[config.mk]
export PLATFORM = sky130hd
export DESIGN_NAME = ccw_clock_config_watchdog
export DESIGN_NICKNAME = d
export VERILOG_FILES = /design/src/ccw_clock_config_watchdog.v
export VERILOG_INCLUDE_DIRS = /design/src
export SDC_FILE = /design/constraint.sdc
export NUM_CORES = 1
export LEC_CHECK = 0
export ABC_CLOCK_PERIOD_IN_PS = 3400
export BUFFER_PORTS_ARGS = -buffer_cell sky130_fd_sc_hd__buf_2
export CAP_MARGIN = 20
export CORE_UTILIZATION = 55
export DETAILED_ROUTE_END_ITERATION = 10
export GPL_TIMING_DRIVEN = 0
export HOLD_SLACK_MARGIN = 0.06
export PLACE_DENSITY = 0.84
export SKIP_CTS_REPAIR_TIMING = 1
export SLEW_MARGIN = 40
export SYNTH_ARGS = -nofsm -noshare
export SYNTH_HDL_FRONTEND = slang
export SYNTH_SLANG_ARGS = --single-unit
[constraint.sdc]
create_clock -name clk -period 3.4 [get_ports clk]
set_clock_uncertainty 0.15 [all_clocks]
set_input_delay 0 -clock clk [delete_from_list [all_inputs] [get_ports clk]]
set_output_delay 0 -clock clk [all_outputs]
set_load 0.02 [all_outputs]
[src/ccw_defs.vh]
// Register offsets, field positions, reset values and timing constants of the clock control watchdog
`ifndef CCW_DEFS_VH
`define CCW_DEFS_VH

// ----------------------------------------
// Register offsets
// ----------------------------------------
`define CCW_OFS_FREQ_SELECT 8'h05
`define CCW_OFS_IDENT 8'h06
`define CCW_OFS_RESERVED 8'h07
`define CCW_OFS_WDG_TIMEOUT 8'h08
`define CCW_OFS_DRIVE_RESET_WDG 8'h09
`define CCW_OFS_SKEW_FIXED 8'h0a

// ----------------------------------------
// Field positions
// ----------------------------------------
`define CCW_FREQUENCY_SOURCE_OVERRIDE_BIT 2
`define CCW_MID_SEL_BIT 1
`define CCW_USB_SEL_BIT 0
`define CCW_TICK_SEL_BIT 0
`define CCW_USB_DRV_BIT 7
`define CCW_PERIPH_DRV_BIT 6
`define CCW_MID_DRV_BIT 5
`define CCW_RST_EXPIRY_BIT 4
`define CCW_RST_RETUNE_BIT 3
`define CCW_EXPIRED_BIT 2
`define CCW_WDG_EN_BIT 1
`define CCW_FIXED_MODE_BIT 4

// ----------------------------------------
// Reset values and identity
// ----------------------------------------
`define CCW_WDG_COUNT_RESET 5'h1f
`define CCW_REVISION_CODE 4'h0
// Arbitrary maker code
`define CCW_MAKER_CODE 4'h5

// ----------------------------------------
// Timing
// ----------------------------------------
`define CCW_CLK_KHZ 20000
`define CCW_SHORT_TICK_MS 150
`define CCW_LONG_TICK_MS 2500
`define CCW_SHORT_TICK_CYCLES (`CCW_SHORT_TICK_MS * `CCW_CLK_KHZ)
`define CCW_LONG_TICK_CYCLES (`CCW_LONG_TICK_MS * `CCW_CLK_KHZ)
`define CCW_RESET_PULSE_CYCLES 8'h10
`define CCW_STRAP_SETTLE_CYCLES 2'h3

`endif

[src/ccw_clock_config_watchdog.v]
// Control bytes and watchdog of a clock synthesizer behind a two-wire management bus
`timescale 1ns/1ps
// Overview of operation
// - Override 0 takes frequency from strap inputs; 1 takes it from soft frequency code.
// - Mid select picks 48 or 66 MHz; USB select picks 24 or 48 MHz.
// - Identification byte holds revision in bits 7..4, read-only maker code in 3..0.
// - Five-bit count holds timeout in ticks; short tick gives 150 ms to 4.65 s.
// - Tick select 0 gives 150 ms tick, 1 gives 2.5 s tick.
// - Count reaching zero sets expired flag, and resets if expiry reset enabled.
// - Expiry reset enable 1 produces a reset pulse per timeout; 0 produces none.
// - Retune reset enable 1 produces a reset pulse after each frequency change.
// - Expired flag reads 1 after timeout; host writes 1 to clear, 0 ignored.
// - Clearing watchdog enable stops the timer and reloads the programmed count.
// - Enabled watchdog starts counting only after an output frequency change.
// - Timeout brings a reset if expiry reset enabled, loads recovery frequency and locks recovery mode.
// - In recovery mode, writes that would change output frequency are ignored.
// - Host clears watchdog enable to leave recovery mode and unlock writes.
// - Three drive bits select normal or high drive for their output groups.
// - Three-bit processor skew selects one of eight documented skew settings.
// - Fixed divider mode pins mid outputs at 64 MHz, peripheral at 32 MHz.
// - Strap inputs are latched from pins and read back in the upper bits.
// - Recovery source 0 uses latched straps, 1 uses programmed recovery dividers.
`include "ccw_defs.vh"

module ccw_clock_config_watchdog #(
   parameter [31:0] SHORT_TICK_CYCLES = `CCW_SHORT_TICK_CYCLES,
   parameter [31:0] LONG_TICK_CYCLES = `CCW_LONG_TICK_CYCLES
) (
   input wire clk,
   input wire resetn,
   input wire link_clk,
   input wire link_wr,
   input wire [7:0] link_addr,
   input wire [7:0] link_wdata,
   output reg [7:0] link_rdata,
   input wire [4:0] strap_frequency_inputs,
   input wire [4:0] soft_frequency_code,
   input wire recovery_source_select,
   output reg [4:0] active_freq_code,
   output reg recovery_divider_in_use,
   output reg recovery_mode,
   output reg system_reset_pulse,
   output reg mid_clock_output_select,
   output reg usb_clock_rate_select,
   output reg usb_clock_drive,
   output reg peripheral_clock_drive,
   output reg mid_clock_drive,
   output reg [2:0] processor_clock_skew,
   output reg fixed_divider_mode
);

   // ----------------------------------------
   // Link synchronisers
   // ----------------------------------------
   reg [16:0] link_meta;
   reg [16:0] link_sync;
   reg link_clk_last;
   reg [4:0] strap_meta;
   reg [4:0] strap_sync;
   wire link_clk_s = link_sync[16];
   wire link_wr_s = link_sync[15];
   wire [7:0] addr_s = link_sync[14:7];
   reg link_meta_hold;
   reg link_sync_hold;

   // The bus engine holds address and data stable around the rising link edge
   always @(posedge clk or negedge resetn) begin
      if (!resetn) begin
         link_meta <= 17'h00000;
         link_sync <= 17'h00000;
         link_meta_hold <= 1'b0;
         link_sync_hold <= 1'b0;
         link_clk_last <= 1'b0;
         strap_meta <= 5'h00;
         strap_sync <= 5'h00;
      end else begin
         link_meta <= {link_clk, link_wr, link_addr, link_wdata[7:1]};
         link_sync <= link_meta;
         link_meta_hold <= link_wdata[0];
         link_sync_hold <= link_meta_hold;
         link_clk_last <= link_clk_s;
         strap_meta <= strap_frequency_inputs;
         strap_sync <= strap_meta;
      end
   end

   // Address and data ride the same two stages as the link clock, so the byte is whole when the edge is seen
   wire wr_strobe = link_clk_s & ~link_clk_last & link_wr_s;

   // ----------------------------------------
   // Strap latch
   // ----------------------------------------
   reg [1:0] settle_cnt;
   reg [4:0] strap_latched;

   // Straps are caught once, after the synchroniser has filled
   always @(posedge clk or negedge resetn) begin
      if (!resetn) begin
         settle_cnt <= 2'h0;
         strap_latched <= 5'h00;
      end else if (settle_cnt != `CCW_STRAP_SETTLE_CYCLES) begin
         settle_cnt <= settle_cnt + 2'h1;
         if (settle_cnt == (`CCW_STRAP_SETTLE_CYCLES - 2'h1)) begin
            strap_latched <= strap_sync;
         end
      end
   end

   // ----------------------------------------
   // Control registers
   // ----------------------------------------
   reg freq_override;
   reg [4:0] wdg_count_field;
   reg tick_select;
   reg reset_on_expiry_enable;
   reg reset_on_retune_enable;
   reg watchdog_enable;
   reg watchdog_expired_flag;
   reg [4:0] wdg_count;
   reg wdg_running;
   reg [31:0] tick_cnt;
   reg [7:0] pulse_cnt;
   reg expire;
   wire freq_change;

   wire wr_freq = wr_strobe & (addr_s == `CCW_OFS_FREQ_SELECT);
   wire wr_timeout = wr_strobe & (addr_s == `CCW_OFS_WDG_TIMEOUT);
   wire wr_drive = wr_strobe & (addr_s == `CCW_OFS_DRIVE_RESET_WDG);
   wire wr_skew = wr_strobe & (addr_s == `CCW_OFS_SKEW_FIXED);
   wire [7:0] wdata_full = {link_sync[6:0], link_sync_hold};

   always @(posedge clk or negedge resetn) begin
      if (!resetn) begin
         freq_override <= 1'b0;
         mid_clock_output_select <= 1'b0;
         usb_clock_rate_select <= 1'b0;
         wdg_count_field <= `CCW_WDG_COUNT_RESET;
         tick_select <= 1'b0;
         processor_clock_skew <= 3'h0;
         fixed_divider_mode <= 1'b0;
      end else begin
         // Frequency-changing bits stay frozen while locked
         if (wr_freq && !recovery_mode) begin
            freq_override <= wdata_full[`CCW_FREQUENCY_SOURCE_OVERRIDE_BIT];
            mid_clock_output_select <= wdata_full[`CCW_MID_SEL_BIT];
            usb_clock_rate_select <= wdata_full[`CCW_USB_SEL_BIT];
         end
         if (wr_timeout) begin
            wdg_count_field <= wdata_full[5:1];
            tick_select <= wdata_full[`CCW_TICK_SEL_BIT];
         end
         if (wr_skew) begin
            processor_clock_skew <= wdata_full[7:5];
            if (!recovery_mode) begin
               fixed_divider_mode <= wdata_full[`CCW_FIXED_MODE_BIT];
            end
         end
      end
   end

   // ----------------------------------------
   // Drive and watchdog control byte
   // ----------------------------------------
   // The expiry flag of this byte lives with the watchdog, where set and clear meet
   always @(posedge clk or negedge resetn) begin
      if (!resetn) begin
         usb_clock_drive <= 1'b0;
         peripheral_clock_drive <= 1'b0;
         mid_clock_drive <= 1'b0;
         reset_on_expiry_enable <= 1'b0;
         reset_on_retune_enable <= 1'b0;
         watchdog_enable <= 1'b0;
      end else begin
         if (wr_drive) begin
            usb_clock_drive <= wdata_full[`CCW_USB_DRV_BIT];
            peripheral_clock_drive <= wdata_full[`CCW_PERIPH_DRV_BIT];
            mid_clock_drive <= wdata_full[`CCW_MID_DRV_BIT];
            reset_on_expiry_enable <= wdata_full[`CCW_RST_EXPIRY_BIT];
            reset_on_retune_enable <= wdata_full[`CCW_RST_RETUNE_BIT];
            watchdog_enable <= wdata_full[`CCW_WDG_EN_BIT];
         end
      end
   end

   // ----------------------------------------
   // Effective frequency
   // ----------------------------------------
   reg [4:0] next_freq_code;

   always @* begin
      if (recovery_mode) begin
         next_freq_code = strap_latched;
      end else if (freq_override) begin
         next_freq_code = soft_frequency_code;
      end else begin
         next_freq_code = strap_latched;
      end
   end

   reg mid_sel_last;
   reg usb_sel_last;
   reg fixed_last;
   reg settled;

   // Nothing counts as a retune until the straps have settled, else the first latch would start the watchdog
   assign freq_change = settled & ((next_freq_code != active_freq_code) | (mid_clock_output_select != mid_sel_last)
      | (usb_clock_rate_select != usb_sel_last) | (fixed_divider_mode != fixed_last)
      | (expire & recovery_source_select));

   always @(posedge clk or negedge resetn) begin
      if (!resetn) begin
         active_freq_code <= 5'h00;
         mid_sel_last <= 1'b0;
         usb_sel_last <= 1'b0;
         fixed_last <= 1'b0;
         settled <= 1'b0;
         recovery_divider_in_use <= 1'b0;
      end else begin
         active_freq_code <= next_freq_code;
         mid_sel_last <= mid_clock_output_select;
         usb_sel_last <= usb_clock_rate_select;
         fixed_last <= fixed_divider_mode;
         settled <= (settle_cnt == `CCW_STRAP_SETTLE_CYCLES);
         if (expire) begin
            recovery_divider_in_use <= recovery_source_select;
         end else if (!watchdog_enable) begin
            recovery_divider_in_use <= 1'b0;
         end
      end
   end

   // ----------------------------------------
   // Watchdog
   // ----------------------------------------
   // Tick lengths are parameters so a bench can shorten them; the defaults give the 150 ms and 2.5 s ticks
   wire [31:0] tick_len = tick_select ? LONG_TICK_CYCLES : SHORT_TICK_CYCLES;
   wire tick = wdg_running & (tick_cnt >= tick_len - 32'h1);

   always @* begin
      expire = tick & (wdg_count <= 5'h01);
   end

   always @(posedge clk or negedge resetn) begin
      if (!resetn) begin
         wdg_count <= `CCW_WDG_COUNT_RESET;
         wdg_running <= 1'b0;
         tick_cnt <= 32'h0;
         recovery_mode <= 1'b0;
         watchdog_expired_flag <= 1'b0;
      end else begin
         // After a timeout the counter reloads the programmed count and stays stopped until the host drops the enable
         if (!watchdog_enable) begin
            wdg_running <= 1'b0;
            wdg_count <= wdg_count_field;
            tick_cnt <= 32'h0;
            recovery_mode <= 1'b0;
         end else if (expire) begin
            wdg_running <= 1'b0;
            wdg_count <= 5'h00;
            tick_cnt <= 32'h0;
            recovery_mode <= 1'b1;
         end else if (!wdg_running) begin
            tick_cnt <= 32'h0;
            wdg_count <= wdg_count_field;
            if (freq_change && !recovery_mode) begin
               wdg_running <= 1'b1;
            end
         end else if (tick) begin
            tick_cnt <= 32'h0;
            wdg_count <= wdg_count - 5'h01;
         end else begin
            tick_cnt <= tick_cnt + 32'h1;
         end
         // A timeout in the same cycle as the host clear keeps the flag set
         if (expire) begin
            watchdog_expired_flag <= 1'b1;
         end else if (wr_drive && wdata_full[`CCW_EXPIRED_BIT]) begin
            watchdog_expired_flag <= 1'b0;
         end
      end
   end

   // ----------------------------------------
   // Reset pulse
   // ----------------------------------------
   // A fresh trigger restarts the full width instead of stacking a second pulse
   always @(posedge clk or negedge resetn) begin
      if (!resetn) begin
         pulse_cnt <= 8'h00;
         system_reset_pulse <= 1'b0;
      end else begin
         if ((expire && reset_on_expiry_enable) || (freq_change && reset_on_retune_enable)) begin
            pulse_cnt <= `CCW_RESET_PULSE_CYCLES;
         end else if (pulse_cnt != 8'h00) begin
            pulse_cnt <= pulse_cnt - 8'h01;
         end
         system_reset_pulse <= (pulse_cnt != 8'h00);
      end
   end

   // ----------------------------------------
   // Read path
   // ----------------------------------------
   // Read data follows the synchronised address, so a host sees it three clocks after moving the address
   reg [7:0] next_rdata;

   always @* begin
      next_rdata = 8'h00;
      case (addr_s)
         `CCW_OFS_FREQ_SELECT: begin
            next_rdata = {strap_latched, freq_override, mid_clock_output_select, usb_clock_rate_select};
         end
         `CCW_OFS_IDENT: begin
            next_rdata = {`CCW_REVISION_CODE, `CCW_MAKER_CODE};
         end
         `CCW_OFS_WDG_TIMEOUT: begin
            next_rdata = {2'b00, wdg_count_field, tick_select};
         end
         `CCW_OFS_DRIVE_RESET_WDG: begin
            next_rdata = {usb_clock_drive, peripheral_clock_drive, mid_clock_drive, reset_on_expiry_enable,
               reset_on_retune_enable, watchdog_expired_flag, watchdog_enable, 1'b0};
         end
         `CCW_OFS_SKEW_FIXED: begin
            next_rdata = {processor_clock_skew, fixed_divider_mode, 4'h0};
         end
         default: begin
            next_rdata = 8'h00;
         end
      endcase
   end

   always @(posedge clk or negedge resetn) begin
      if (!resetn) begin
         link_rdata <= 8'h00;
      end else begin
         link_rdata <= next_rdata;
      end
   end

endmodule // ccw_clock_config_watchdog

=== Word level (Yosys, flattened, before mapping) ===
Index checks and enable logic that the tools add are counted.
Widths: inputs -> output; s select.

* Div/mod/pow operators: 0
* Bitwise gates (word level): 16
* $lt $le $gt $ge: 2
* Equal/unequal tests: 14
* Add/sub/neg operators: 5
* Reductions and logical operators: 12
* Mux-type cells: 24
* Shifts and indexed selects: 0
* $mul: 0

{| class="wikitable"
|+ Operators by type and width
! cell !! number
|-
| $mux 32 || 4
|-
| $pmux 8 s5 || 1
|-
| $add 32x1->32 const B || 1
|-
| $ge 32x32->1 || 1
|-
| $mux 5 || 6
|-
| $sub 26x1->27 const B || 1
|-
| $mux 26 || 1
|-
| $eq 8x4->1 const B || 3
|-
| $eq 8x3->1 const B || 2
|-
| $mux 8 || 2
|-
| $and 1x1->1 || 10
|-
| $mux 1 || 10
|-
| $reduce_bool 8->1 || 1
|-
| $sub 8x1->8 const B || 1
|-
| $le 5x1->1 const B || 1
|-
| $logic_and 1x1->1 || 5
|-
| $ne 5x5->1 || 1
|-
| $sub 5x1->5 const B || 1
|-
| $eq 2x2->1 const B || 2
|-
| $ne 4x2->1 const B || 1
|-
| $or 1x1->1 || 4
|-
| $reduce_and 2->1 || 2
|-
| $reduce_bool 2->1 || 2
|-
| $ne 1x1->1 || 3
|-
| 6 further kinds || 7
|}

* Bits in writable memories: 0
* Logic and storage cells: 109
* Memory bits (read-only): 0
* Memories: 0
* Latch bits: 0
* Register bits: 140

=== Longest topological paths before layout ===
* Word-level depth: 13
* Mapped depth: 9

=== Worst setup path before layout ===
No wires, ideal clock.

* Path kind: reg2reg
* Start: register tick_select
* End: register pulse_cnt[4]
* Buffers on the path: 0
* Required time: 3126 ps
* Cell stages (with the launch flop): 9
* Clock period less this slack: 2656 ps
* Slack: 744 ps
* Arrival time: 2382 ps
* Cells stage by stage: dfrtp_1 inv_1 ha_1 a21o_1 a21o_1 a221o_1 a2bb2oi_2 o22ai_2 a211o_1

* Word-level cells in the longest chain between the ends: 11
* Elaborated cells on any way between the ends: 13

{| class="wikitable"
|+ RTL lines
! element !! line !! source
|-
| from (decl) || ccw_clock_config_watchdog.v:114 || <nowiki>reg tick_select;</nowiki>
|-
| from (signal assigned) || ccw_clock_config_watchdog.v:150 || <nowiki>tick_select <= wdata_full[`CCW_TICK_SEL_BIT];</nowiki>
|-
| $mux 26 * || ccw_clock_config_watchdog.v:236 || <nowiki>wire [31:0] tick_len = tick_select ? LONG_TICK_CYCLES : SHORT_TICK_CYCLES;</nowiki>
|-
| $sub 26x1->27 * || ccw_clock_config_watchdog.v:237 || <nowiki>wire tick = wdg_running & (tick_cnt >= tick_len - 32'h1);</nowiki>
|-
| $ge 32x32->1 * || ccw_clock_config_watchdog.v:237 ||
|-
| $and 1x1->1 * || ccw_clock_config_watchdog.v:237 ||
|-
| $and 1x1->1 * || ccw_clock_config_watchdog.v:240 || <nowiki>expire = tick & (wdg_count <= 5'h01);</nowiki>
|-
| $and 1x1->1 || ccw_clock_config_watchdog.v:208 || <nowiki>| (expire & recovery_source_select));</nowiki>
|-
| $or 1x1->1 || ccw_clock_config_watchdog.v:208 ||
|-
| $and 1x1->1 || ccw_clock_config_watchdog.v:206 || <nowiki>assign freq_change = settled & ((next_freq_code != active_freq_code) | (mid_clock_output_select != mid_sel_las ...</nowiki>
|-
| $logic_and 1x1->1 || ccw_clock_config_watchdog.v:292 || <nowiki>if ((expire && reset_on_expiry_enable) || (freq_change && reset_on_retune_enable)) begin</nowiki>
|-
| $logic_or 1x1->1 * || ccw_clock_config_watchdog.v:292 ||
|-
| $mux 8 / $reduce_bool 2->1 (equally long branches) || -- ||
|-
| to (signal assigned) || ccw_clock_config_watchdog.v:293 || <nowiki>pulse_cnt <= `CCW_RESET_PULSE_CYCLES;</nowiki>
|-
| to (signal assigned) || ccw_clock_config_watchdog.v:295 || <nowiki>pulse_cnt <= pulse_cnt - 8'h01;</nowiki>
|-
| to (decl) || ccw_clock_config_watchdog.v:122 || <nowiki>reg [7:0] pulse_cnt;</nowiki>
|}

Every way passes the cells marked *; elsewhere a longest branch is shown, timed or not.
A chain may end at the register's enable or synchronous reset.

=== Worst setup path after layout ===
Same ends and word-level chain as after synthesis.

==> tab_implementation.tex <==
\begin{tabular}{lr}
\hline
Metric & Value \\
\hline
\multicolumn{2}{l}{\textbf{STA}} \\
\quad Post-route worst setup slack & 217 ps \\
\quad Setup Total Neg Slack & 0 ps \\
\quad Minimum period implied by the final worst setup slack & 3180 ps \\
\quad Fin crit share & 93.6\% \\
\quad Maximum achievable frequency & 0.314 GHz \\
\quad Final setup violation count & 0 \\
\quad Relative slew margins & 64.6\% \\
\quad RSZ-0062 raised after global routing & false \\
\quad Endpoints failing hold & 0 \\
\quad Max Transition Viols Final & 0 \\
\quad Slew at the pin closest to its max-slew limit & 530 ps \\
\multicolumn{2}{l}{\textbf{Critical path}} \\
\quad Stage delay of the slowest cell on the critical path & 510 ps \\
\quad CP most frequent cell & sky130\_fd\_sc\_hd\_\_a21o\_1 \\
\quad Critical path arrival & 3450 ps \\
\quad Worst Path Max Fanout & 10 \\
\quad Count of buffer and inverter cells on the critical path & 1 \\
\quad CP cell instances & inv\_1, ha\_1, a21o\_1, a21o\_1, a221o\_1, a2bb2oi\_2, o22ai\_2, a211o\_1 \\
\quad Kind of cell with the highest combined delay on the critical path & compound AO/OA/AOI/OAI gates \\
\quad Critical path type & flop to flop \\
\quad Required time worst endpoint & 3670 ps \\
\quad Startpoint Class & flop \\
\quad Library cell contributing the largest single delay on the critical path & sky130\_fd\_sc\_hd\_\_dfrtp\_1 \\
\quad Crit. End Element & flop \\
\multicolumn{2}{l}{\textbf{Final layout}} \\
\quad Nets@finish & roughly 660 \\
\quad Area overhead of the layout relative to synthesis & 28.2\% \\
\quad Count of inserted antenna diode cells & 0 \\
\quad Share of cells above drive strength 1 & 21.5\% \\
\multicolumn{2}{l}{\textbf{Global routing}} \\
\quad Pin count of the biggest net entering global routing & 72 \\
\quad Wire length of the first global-routing pass & 18,900 um \\
\quad Overall fraction of global-route tracks in use & 22.4\% \\
\quad Antenna violations before repair & 0 \\
\quad Remaining global-route overflow & 0 \\
\quad Vias in the first global route & $\sim$4,000 \\
\multicolumn{2}{l}{\textbf{Floorplan}} \\
\quad \# IOs & 56 \\
\quad Width of the die & 104 um \\
\quad DIE AREA & 10,900 um\^{}2 \\
\quad Floorplan core area & 10,200 um\^{}2 \\
\quad Number of placement rows & 37 \\
\quad Die H & 104 um \\
\quad Initial core utilization & 56.5\% \\
\multicolumn{2}{l}{\textbf{Route}} \\
\quad Detailed-route wire length & 13,400 um \\
\quad Violation count after the first detailed-route iteration & about 260 \\
\quad Via Count & 4,099 \\
\quad Number of optimization iterations in the first detailed-route pass & 5 \\
\quad Vias per std cell & 5.44 \\
\quad Routed WL per cell & 17.8 um \\
\quad DRC viols & 0 \\
\quad Post-detailed-route count of antenna-violating nets & 0 \\
\multicolumn{2}{l}{\textbf{Clock tree}} \\
\quad Clk sink count & 140 \\
\quad Clock latency on the worst-skew pair & around 540 ps \\
\quad Root Buffer & sky130\_fd\_sc\_hd\_\_clkbuf\_8 \\
\quad H-tree levels & 4 \\
\quad TritonCTS Buffers & 17 \\
\quad Clock tree from TritonCTS & built \\
\quad Clock input transition at the sequential cells of the worst setup and hold paths & 70 ps \\
\quad Maximum clock insertion buffer count & 2 \\
\multicolumn{2}{l}{\textbf{Power and ir drop}} \\
\quad Overall power consumption & just under 4 mW \\
\quad Power per Cell Area & 529 nW/um\^{}2 \\
\quad Maximum vdd ir drop & 470 uV \\
\quad Pleak & about 3.4 nW \\
\multicolumn{2}{l}{\textbf{Logic synthesis}} \\
\quad Library cell with the largest summed area after synthesis & sky130\_fd\_sc\_hd\_\_dfrtp\_1 \\
\quad Number of enable flip-flop cells after synthesis & 0 \\
\quad Count leader, synth & sky130\_fd\_sc\_hd\_\_dfrtp\_1 \\
\quad Area fraction of the dominant cell type after synthesis & 56.3\% \\
\quad Cell types occupying the most area after synthesis & sky130\_fd\_sc\_hd\_\_dfrtp\_1, sky130\_fd\_sc\_hd\_\_dfstp\_2, sky130\_fd\_sc\_hd\_\_ha\_1, sky130\_fd\_sc\_hd\_\_mux2\_2, sky130\_fd\_sc\_hd\_\_nor2\_1 \\
\quad Top flip-flop cell by instance count after synthesis & sky130\_fd\_sc\_hd\_\_dfrtp\_1 \\
\quad Number of library cell types mapped by synthesis & 57 \\
\quad Async SR Flop Fraction & 100\% \\
\quad Number of synthesized register bits & 140 \\
\quad Cell count after synthesis & 471 \\
\quad Post-Synthesis Mean Instance Area & around 12 um\^{}2 \\
\quad Netlist Area Pre-Place & between 5000 and 6000 um\^{}2 \\
\quad Register area share after synthesis & just over 60\% \\
\quad Synthesis Warnings & 0 \\
\quad Most instantiated cells after synthesis & sky130\_fd\_sc\_hd\_\_dfrtp\_1, sky130\_fd\_sc\_hd\_\_nor2\_1, sky130\_fd\_sc\_hd\_\_nand2\_1, sky130\_fd\_sc\_hd\_\_xor2\_1, sky130\_fd\_sc\_hd\_\_mux2\_2 \\
\multicolumn{2}{l}{\textbf{Place}} \\
\quad Worst slack at placement & 273 ps \\
\quad Global placement routability congestion & 0.819 \\
\quad Total half-perimeter wirelength after legalization and detailed placement & between 7000 and 8000 um \\
\quad Number of input and output port buffers inserted & 55 \\
\multicolumn{2}{l}{\textbf{Flow run}} \\
\quad Number of max-cap violations & 0 \\
\multicolumn{2}{l}{\textbf{Status}} \\
\quad Outcome & finished clean \\
\multicolumn{2}{l}{\textbf{Min path}} \\
\quad Path class of the lowest-slack min-delay path & input pin to flop \\
\hline
\end{tabular}
-- cells by family (layout without fill, tap and decap cells) --
logic type / Yosys count / count (layout) / share of synthesized area, %
other: 1 / 5 / 0.0649
adder cells (fa/ha/maj): 19 / 19 / 4.11
flip-flops: 140 / 140 / 60.8
AND/OR/NAND/NOR: 153 / 153 / 13.4
buffers and inverters: 30 / 173 / 2.14
XOR/XNOR: 40 / 40 / 6.06
multiplexers: 34 / 34 / 6.63
AO/OA/AOI/OAI: 54 / 54 / 6.73
-- per-stage QoR --
step	util [%]	cells	hold WS [ps]	instance area [um^2]
CTS	66.9	699	-729	6840
global placement	61.0	666	-42.7	6240
global route	72.4	754	134	7410
finish	72.4	754	121	7410
detailed placement	61.3	667	-172	6280
floorplan	-	475	-446	5790
-- worst paths after layout --
check	start	end	slack, ps	cells past startpoint
setup / recovery	tick_select$_DFFE_PN0P_	pulse_cnt[4]$_DFFE_PN0P_	220	8
hold reg to reg	link_meta[3]$_DFF_PN0_	link_sync[3]$_DFF_PN0_	200	0
min in group asynchronous	resetn	wdg_count_field[4]$_DFFE_PN1P_	430	3
max in group asynchronous	resetn	wdg_count[0]$_DFFE_PN1P_	2280	4
setup reg to reg	tick_select$_DFFE_PN0P_	pulse_cnt[4]$_DFFE_PN0P_	220	8
hold / removal	soft_frequency_code[3]	active_freq_code[3]$_DFF_PN0_	120	3
-- flip-flops by register name, summed over array words and instances, names as in the netlist, 2 cells and up --
| name | cells |
|---|---|
| strap_meta | 5 |
| settle_cnt | 2 |
| link_rdata | 8 |
| wdg_count | 5 |
| pulse_cnt | 8 |
| strap_latched | 5 |
| wdg_count_field | 5 |
| strap_sync | 5 |
| tick_cnt | 32 |
| processor_clock_skew | 3 |
| link_sync | 17 |
| link_meta | 17 |
| active_freq_code | 5 |
-- layout by cell type (no fill, tap or decap), types with 6 or more instances in the layout --
cell,synthesis,routed
sky130_fd_sc_hd__nand4_1,7,7
sky130_fd_sc_hd__xnor2_1,18,18
sky130_fd_sc_hd__nor2_1,54,54
sky130_fd_sc_hd__nand2_1,28,28
sky130_fd_sc_hd__a21oi_1,8,8
sky130_fd_sc_hd__mux2i_1,6,6
sky130_fd_sc_hd__dlygate4sd3_1,0,54
sky130_fd_sc_hd__xor2_1,22,22
sky130_fd_sc_hd__mux2_2,21,21
sky130_fd_sc_hd__dfstp_2,10,10
sky130_fd_sc_hd__ha_1,19,19
sky130_fd_sc_hd__buf_2,3,57
sky130_fd_sc_hd__o21ai_0,12,12
sky130_fd_sc_hd__nor4_1,6,6
sky130_fd_sc_hd__nor3_1,12,12
sky130_fd_sc_hd__clkbuf_1,6,7
sky130_fd_sc_hd__nand2b_1,6,6
sky130_fd_sc_hd__a31oi_1,8,8
sky130_fd_sc_hd__nand3_1,13,13
sky130_fd_sc_hd__clkbuf_16,0,16
sky130_fd_sc_hd__dfrtp_1,130,130
sky130_fd_sc_hd__inv_1,18,18
-- area by class of cell --
cell class / instances / area [um^2]
tap: 136 / 170
buffer: 10 / 48.8
fill: 626 / 2820
multi-input combinational: 305 / 2150
clock buffer: 19 / 432
sequential: 140 / 3520
inverter: 20 / 75.1
clock inverter: 13 / 133
timing repair buffer: 111 / 881
-- worst min-delay path: stages --
cell and delay, ps:
sky130_fd_sc_hd__dlygate4sd3_1 520, sky130_fd_sc_hd__buf_2 100, sky130_fd_sc_hd__mux2_4 150
-- power by group --
part	leakage, nW	switching, mW	internal [mW]
Combinational	1.36	0.155	0.163
Clock	0.270	0.759	1.01
Sequential	1.74	0.0726	1.76
Total	3.37	0.986	2.93
-- layer usage --
layer / wire, um / global-route usage (%) / vias to the layer above
met4: 219 / 9.69 / 0
met1: 5260 / 27.6 / 2045
met5: 0 / 0 / -
met2: 7280 / 37.4 / 126
met3: 631 / 5.58 / 27
li1: - / - / 1901
Note: power is estimated with default switching activity, not from simulation.
